**src/reset_pin_regs.vh**
```
`ifndef RESET_PIN_REGS_VH
`define RESET_PIN_REGS_VH

// Low drive on the soft reset pin, in system clock cycles
`define SOFT_DRIVE_CYCLES   6
`define SOFT_CNT_W          3
// Power-on style sequence length, in system clock cycles
`define POR_SEQ_CYCLES      16
`define POR_CNT_W           5
// Sense window after each drive, in system clock cycles
`define SENSE_CYCLES        4
`define SENSE_CNT_W         2
// Sequencer states
`define ST_POR              2'h0
`define ST_RUN              2'h1
`define ST_DRIVE            2'h2
`define ST_SENSE            2'h3

`endif

```
**src/external_reset_pin_control.v**
```verilog
// How it works
// - Whole device held in reset while hard reset pin is low.
// - Hard reset release runs power-on reset of all but clock domain, then execution.
// - Device stays in software reset while soft pin is sensed low.
// - Soft reset covers core, digital registers and peripherals on core supply.
// - Soft reset spares power-on-only registers, clock logic, debug engine and debugger.
// - After sensing soft pin low, device drives it low as output.
// - Drive lasts exactly six system clock cycles, then pin is released.
// - Alternate sensing and driving until pin sensed high, then end reset.
`timescale 1ns/1ps
`default_nettype none
`include "reset_pin_regs.vh"
module external_reset_pin_control #(
    parameter SOFT_DRIVE_CYCLES = `SOFT_DRIVE_CYCLES,
    parameter POR_SEQ_CYCLES    = `POR_SEQ_CYCLES
) (
    input  wire sys_clk_in,
    input  wire reset_in,
    input  wire hard_reset_in_n,
    input  wire soft_reset_in_n,
    output wire soft_reset_out,
    output wire soft_reset_oe_out,
    output reg  por_reset_out,
    output reg  core_reset_out,
    output reg  cpu_run_out
);
    // Synchronised pin levels
    wire                          hard_sync;
    wire                          soft_sync;

    // State codes, binary
    localparam [1:0]              ST_POR   = `ST_POR;
    localparam [1:0]              ST_RUN   = `ST_RUN;
    localparam [1:0]              ST_DRIVE = `ST_DRIVE;
    localparam [1:0]              ST_SENSE = `ST_SENSE;

    // Terminal counts, cut to counter width on purpose
    localparam integer            POR_LAST_I   = POR_SEQ_CYCLES - 1;
    localparam integer            DRIVE_LAST_I = SOFT_DRIVE_CYCLES - 1;
    localparam integer            SENSE_LAST_I = `SENSE_CYCLES - 1;
    localparam [`POR_CNT_W-1:0]   POR_LAST     = POR_LAST_I[`POR_CNT_W-1:0];
    localparam [`SOFT_CNT_W-1:0]  DRIVE_LAST   = DRIVE_LAST_I[`SOFT_CNT_W-1:0];
    localparam [`SENSE_CNT_W-1:0] SENSE_LAST   = SENSE_LAST_I[`SENSE_CNT_W-1:0];

    // Sequencer state and counters
    reg  [1:0]                    state_q;
    reg  [1:0]                    state_d;
    reg  [`POR_CNT_W-1:0]         por_cnt_q;
    reg  [`POR_CNT_W-1:0]         por_cnt_d;
    reg  [`SOFT_CNT_W-1:0]        drive_cnt_q;
    reg  [`SOFT_CNT_W-1:0]        drive_cnt_d;
    reg  [`SENSE_CNT_W-1:0]       sense_cnt_q;
    reg  [`SENSE_CNT_W-1:0]       sense_cnt_d;

    // Next values of the reset outputs
    reg                           por_reset_d;
    reg                           core_reset_d;
    reg                           cpu_run_d;

    // Terminal count flags
    wire                          por_done;
    wire                          drive_done;
    wire                          sense_done;

    // Pins cross into the clock domain; hard pin idles in reset until seen high
    pin_sync #(.RESET_VAL(1'b0)) u_hard_sync (
        .sys_clk_in (sys_clk_in),
        .reset_in   (reset_in),
        .pin_in     (hard_reset_in_n),
        .pin_out    (hard_sync)
    );
    pin_sync #(.RESET_VAL(1'b1)) u_soft_sync (
        .sys_clk_in (sys_clk_in),
        .reset_in   (reset_in),
        .pin_in     (soft_reset_in_n),
        .pin_out    (soft_sync)
    );

    // Terminal count decode
    assign por_done   = (por_cnt_q == POR_LAST);
    assign drive_done = (drive_cnt_q == DRIVE_LAST);
    assign sense_done = (sense_cnt_q == SENSE_LAST);

    // Open drain: only ever drive a zero, enable only while driving
    assign soft_reset_out    = 1'b0;
    assign soft_reset_oe_out = (state_q == ST_DRIVE);

    // Next state; a low hard pin overrides every other condition
    always @* begin
        state_d = state_q;
        if (!hard_sync) begin
            state_d = ST_POR;
        end else begin
            case (state_q)
                ST_POR: begin
                    if (por_done) begin
                        state_d = ST_RUN;
                    end
                end
                ST_RUN: begin
                    if (!soft_sync) begin
                        state_d = ST_DRIVE;
                    end
                end
                ST_DRIVE: begin
                    if (drive_done) begin
                        state_d = ST_SENSE;
                    end
                end
                ST_SENSE: begin
                    // Own drive sits in the synchroniser; decide only once it flushed
                    if (sense_done && !soft_sync) begin
                        state_d = ST_DRIVE;
                    end else if (sense_done) begin
                        state_d = ST_RUN;
                    end
                end
                default: begin
                    state_d = ST_POR;
                end
            endcase
        end
    end

    // Power-on sequence counter; restarts whenever the hard pin is low
    always @* begin
        por_cnt_d = por_cnt_q;
        if (!hard_sync) begin
            por_cnt_d = {`POR_CNT_W{1'b0}};
        end else if (state_q == ST_POR && !por_done) begin
            por_cnt_d = por_cnt_q + 1'b1;
        end
    end

    // Drive length counter; idles at zero outside the drive phase
    always @* begin
        drive_cnt_d = {`SOFT_CNT_W{1'b0}};
        if (state_q == ST_DRIVE && !drive_done) begin
            drive_cnt_d = drive_cnt_q + 1'b1;
        end
    end

    // Sense window counter; idles at zero outside the sense phase
    always @* begin
        sense_cnt_d = {`SENSE_CNT_W{1'b0}};
        if (state_q == ST_SENSE && !sense_done) begin
            sense_cnt_d = sense_cnt_q + 1'b1;
        end
    end

    // State register
    always @(posedge sys_clk_in or posedge reset_in) begin
        if (reset_in) begin
            state_q <= ST_POR;
        end else begin
            state_q <= state_d;
        end
    end

    // Power-on counter register
    always @(posedge sys_clk_in or posedge reset_in) begin
        if (reset_in) begin
            por_cnt_q <= {`POR_CNT_W{1'b0}};
        end else begin
            por_cnt_q <= por_cnt_d;
        end
    end

    // Drive counter register
    always @(posedge sys_clk_in or posedge reset_in) begin
        if (reset_in) begin
            drive_cnt_q <= {`SOFT_CNT_W{1'b0}};
        end else begin
            drive_cnt_q <= drive_cnt_d;
        end
    end

    // Sense counter register
    always @(posedge sys_clk_in or posedge reset_in) begin
        if (reset_in) begin
            sense_cnt_q <= {`SENSE_CNT_W{1'b0}};
        end else begin
            sense_cnt_q <= sense_cnt_d;
        end
    end

    // Output decode; por spares only clock logic, core reset also spares debug
    always @* begin
        por_reset_d  = 1'b1;
        core_reset_d = 1'b1;
        cpu_run_d    = 1'b0;
        case (state_d)
            ST_POR: begin
                por_reset_d  = 1'b1;
                core_reset_d = 1'b1;
                cpu_run_d    = 1'b0;
            end
            ST_RUN: begin
                por_reset_d  = 1'b0;
                core_reset_d = 1'b0;
                cpu_run_d    = 1'b1;
            end
            ST_DRIVE, ST_SENSE: begin
                por_reset_d  = 1'b0;
                core_reset_d = 1'b1;
                cpu_run_d    = 1'b0;
            end
            default: begin
                por_reset_d  = 1'b1;
                core_reset_d = 1'b1;
                cpu_run_d    = 1'b0;
            end
        endcase
    end

    // Registered outputs, so no decode glitch reaches the reset nets
    always @(posedge sys_clk_in or posedge reset_in) begin
        if (reset_in) begin
            por_reset_out  <= 1'b1;
            core_reset_out <= 1'b1;
            cpu_run_out    <= 1'b0;
        end else begin
            por_reset_out  <= por_reset_d;
            core_reset_out <= core_reset_d;
            cpu_run_out    <= cpu_run_d;
        end
    end
endmodule // external_reset_pin_control
`default_nettype wire

```
**src/pin_sync.v**
```verilog
`timescale 1ns/1ps
`default_nettype none
// Two flop synchroniser; first stage is read only by the second
module pin_sync #(
    parameter RESET_VAL = 1'b1
) (
    input  wire sys_clk_in,
    input  wire reset_in,
    input  wire pin_in,
    output wire pin_out
);
    reg meta_q;
    reg sync_q;

    // Presets to RESET_VAL: released (high) for the soft pin, in reset (low) for the hard pin
    always @(posedge sys_clk_in or posedge reset_in) begin
        if (reset_in) begin
            meta_q <= RESET_VAL;
            sync_q <= RESET_VAL;
        end else begin
            meta_q <= pin_in;
            sync_q <= meta_q;
        end
    end

    assign pin_out = sync_q;
endmodule // pin_sync
`default_nettype wire

```
**config.mk**
```make
export PLATFORM = sky130hd
export DESIGN_NAME = external_reset_pin_control
export DESIGN_NICKNAME = d
export VERILOG_FILES = /design/src/external_reset_pin_control.v /design/src/pin_sync.v
export VERILOG_INCLUDE_DIRS = /design/src
export SDC_FILE = /design/constraint.sdc
export NUM_CORES = 1
export LEC_CHECK = 0
export ABC_CLOCK_PERIOD_IN_PS = 2000
export BUFFER_PORTS_ARGS = -buffer_cell sky130_fd_sc_hd__buf_2
export CAP_MARGIN = 20
export CORE_ASPECT_RATIO = 1.1
export CORE_MARGIN = 1.5
export CORE_UTILIZATION = 44
export CTS_BUF_LIST = sky130_fd_sc_hd__clkbuf_2 sky130_fd_sc_hd__clkbuf_4 sky130_fd_sc_hd__clkbuf_8
export CTS_CLUSTER_DIAMETER = 150
export DETAILED_ROUTE_END_ITERATION = 8
export PLACE_DENSITY = 0.63
export SLEW_MARGIN = 20
export SYNTH_ARGS = -nofsm -noshare
export SYNTH_HDL_FRONTEND = slang
export SYNTH_SLANG_ARGS = --single-unit
```
**constraint.sdc**
```tcl
create_clock -name sys_clk_in -period 2 [get_ports sys_clk_in]
set_clock_uncertainty 0.15 [all_clocks]
set_input_delay 0.1 -clock sys_clk_in [delete_from_list [all_inputs] [get_ports sys_clk_in]]
set_output_delay 0.1 -clock sys_clk_in [all_outputs]
set_load 0.05 [all_outputs]
```
==> run summary <==
Synth Register Bits = 19
fillers = 171
clk sinks = 19
Peak VDD IR = 474 uV
port bufs = 7
R2R Setup Slk = 0.19 ns
Starting Density = 0.462
htree depth = 1
first-pass GRT wire length = 1.84 mm
total die area = 0.00212 mm^2
Synth warnings = 0
critical path type = reg2reg
final worst slack = 0.188 ns
fmax = 0.552 GHz
power share of the combinational group = 0.049
Synth Area in Simple Gates = 0.201
Detailed Route WL = 1.16 mm
Max Slew Vio Count = 0
final non-filler cell total = 99
ANT nets after route = 0
routed vias/inst = 5.01
sw frac = 0.214
Crit path required time = 2.03 ns
share of the synthesized area in the top cell type = 0.461
mux contribution to synthesized area = 0.0492
CTS Hold Bufs = 3
Synth area leader = dfrtp_1
DP Worst Slack = 0.182 ns
RSZ-0062 raised after global routing = no
Worst-Margin Slew = 0.694 ns
Die Span Y = 48.1 um
syn nets = 78
setup tns final = 0 ns
sequential share of power = 0.635
dpl hpwl = 839 um
most frequent cell after synthesis = dfrtp_1
clk slew on worst S/H paths = 0.10 ns
Mapped Area = 815 um^2
placed inst area = 861 um^2
Clk pwr share = 0.316
Worst Hold Class = reg2reg
Finish-stage setup viols = 0
LEAKAGE = 0.482 nW
Final GP Congestion = 0.630
DR WL/cell = 11.7 um
net switching power figure = 0.136 mW
total power = 0.635 mW
adder-cell share of the synthesized area = 0.0768
Area Overhead vs Synth = 13.1%
Rel. slew slack = 0.537
cell area after layout = 921 um^2
Final Cycle Share = 0.906
met2 WL = 563 um
Post-synth ARST share = 1.00
crit-path max FO = 7
Syn Inst Count = 69
initial antenna violation count = 0
1st-iter DRT viols = 7
largest family of logic cells by synthesized area = simple AND/OR/NAND/NOR gates
maximum capacitance violations = 0
Num CTS Buffers = 3
Synth Area in Compound Gates = 0.0353
PD cells = 690 mW/mm^2
M1 wire length = 551 um
largest net degree at the start of global routing = 20
DR WL met3 = 31 um
DR top layer = met4
TritonCTS clock tree = built
CTS Buffer Depth = 2
vias = 496
# nets final = 91
Int Power = 0.499 mW
Synth cell types = 21
Post-synth EDFFs = 0
Avg Cell Area, Syn = 11.8 um^2
share of cells above drive strength 1 = 0.198
CP arrival = 1.84 ns
min Tclk post-route = 1.81 ns
Top Ports = 9
core area = 0.00176 mm^2
Commonest cells post-synth = dfrtp_1, nand2_1, ha_1, nor2b_1
global route overflow = 0
clock root buffer = clkbuf_4
first-pass iteration count of the detailed router = 4
xor/xnor share of the synthesized area = 0.0108
row cnt = 16
# DRC = 0
Clk Latency, worst-skew pair = 0.28 ns
GRT Util Overall = 0.119
post-CTS sizing = 0
sequential-to-total area share from yosys stat = 0.590
top post-synthesis cells by area = dfrtp_1, dfstp_2, ha_1
outcome = complete, no violations
Placed Cells = 92
Synth Flop Type = dfrtp_1
Die Width = 44.0 um
ANT cells = 0
final hold violation count = 0
CP Capture Type = flop
post-CTS setup repair buffer count = 0
critical path launch point type = flop
vias in the first global route = 438
## layout make-up
cell class,count,area (um^2),share of cell area
repair buffers,10,65.1,0.0707
flip-flops and latches,19,480,0.522
multi-input cells,44,308,0.334
clock buffers,4,30.0,0.0326
inverters,4,15.0,0.0163
well taps,18,22.5,0.0245
## worst max-delay path, stage by stage, from the launching register on
cell and delay, ns:
dfrtp_1 0.42, ha_1 0.22, and3_1 0.14, ha_1 0.21
nor3_4 0.26, nand4_1 0.17, mux2i_1 0.14
## path summary, 6_finish.rpt
check	startpoint	endpoint	depth (start not counted)
max in group asynchronous	reset_in	sense_cnt_q[1]$_DFF_PP0_	3
setup reg to reg	por_cnt_q[0]$_DFFE_PP0P_	por_cnt_q[3]$_DFFE_PP0P_	6
setup / recovery	por_cnt_q[0]$_DFFE_PP0P_	por_cnt_q[3]$_DFFE_PP0P_	6
hold / removal	u_soft_sync.meta_q$_DFF_PP1_	u_soft_sync.pin_out$_DFF_PP1_	0
min in group asynchronous	reset_in	u_hard_sync.meta_q$_DFF_PP0_	3
hold reg to reg	u_soft_sync.meta_q$_DFF_PP1_	u_soft_sync.pin_out$_DFF_PP1_	0
## flip-flops by register name (all words and copies together) (netlist names)
register             flops
por_cnt_q                5
drive_cnt_q              3
sense_cnt_q              2
state_q                  2
core_reset_out           1
cpu_run_out              1
por_reset_out            1
u_hard_sync.meta_q       1
u_hard_sync.pin_out      1
u_soft_sync.meta_q       1
u_soft_sync.pin_out      1
## metal layers
metal  track usage  vias to the layer above
li1              -                      249
met3        0.0222                        2
met5             0                        -
met4        0.0364                        0
met1         0.151                      238
met2         0.209                        7
## stage by stage
| step | util | hold slack (ns) |
|---|---|---|
| after floorplan | - | -0.102 |
| after global placement | 0.489 | 0.0549 |
| after detailed placement | 0.489 | 0.0573 |
| after CTS | 0.523 | 0.214 |
| after global routing | 0.523 | 0.218 |
| final | 0.523 | 0.212 |
## placed cells by master, fill, tap and decap left out, drive strengths merged
cell          n
nand3         3
buf           7
a2bb2oi       1
conb          1
inv           4
and2          1
nor3          1
nand4         1
nor2          4
o311a         1
nor2b         5
clkbuf        4
dlygate4sd3   3
nand2b        4
and3          3
xor2          1
dfrtp        15
nand2         8
dfstp         4
o211a         1
ha            5
mux2i         4
## power groups by stage
stage	sequential (mW)	combinational, mW	clock, mW
finish	0.403	0.0312	0.201
global placement	0.410	0.0263	0
CTS	0.403	0.0320	0.213
detailed placement	0.410	0.0277	0
floorplan	0.406	0.0243	0
global route	0.405	0.0358	0.228
## logic make-up (layout without fill, tap and decap cells)
| logic type | after synthesis | after routing |
|---|---|---|
| AO/OA/AOI/OAI | 3 | 3 |
| XOR/XNOR | 1 | 1 |
| adder cells (fa/ha/maj) | 5 | 5 |
| buffers and inverters | 6 | 18 |
| flip-flops | 19 | 19 |
| multiplexers | 4 | 4 |
| other | 1 | 1 |
| AND/OR/NAND/NOR | 30 | 30 |
No activity file was read; power rests on OpenSTA's default activity.
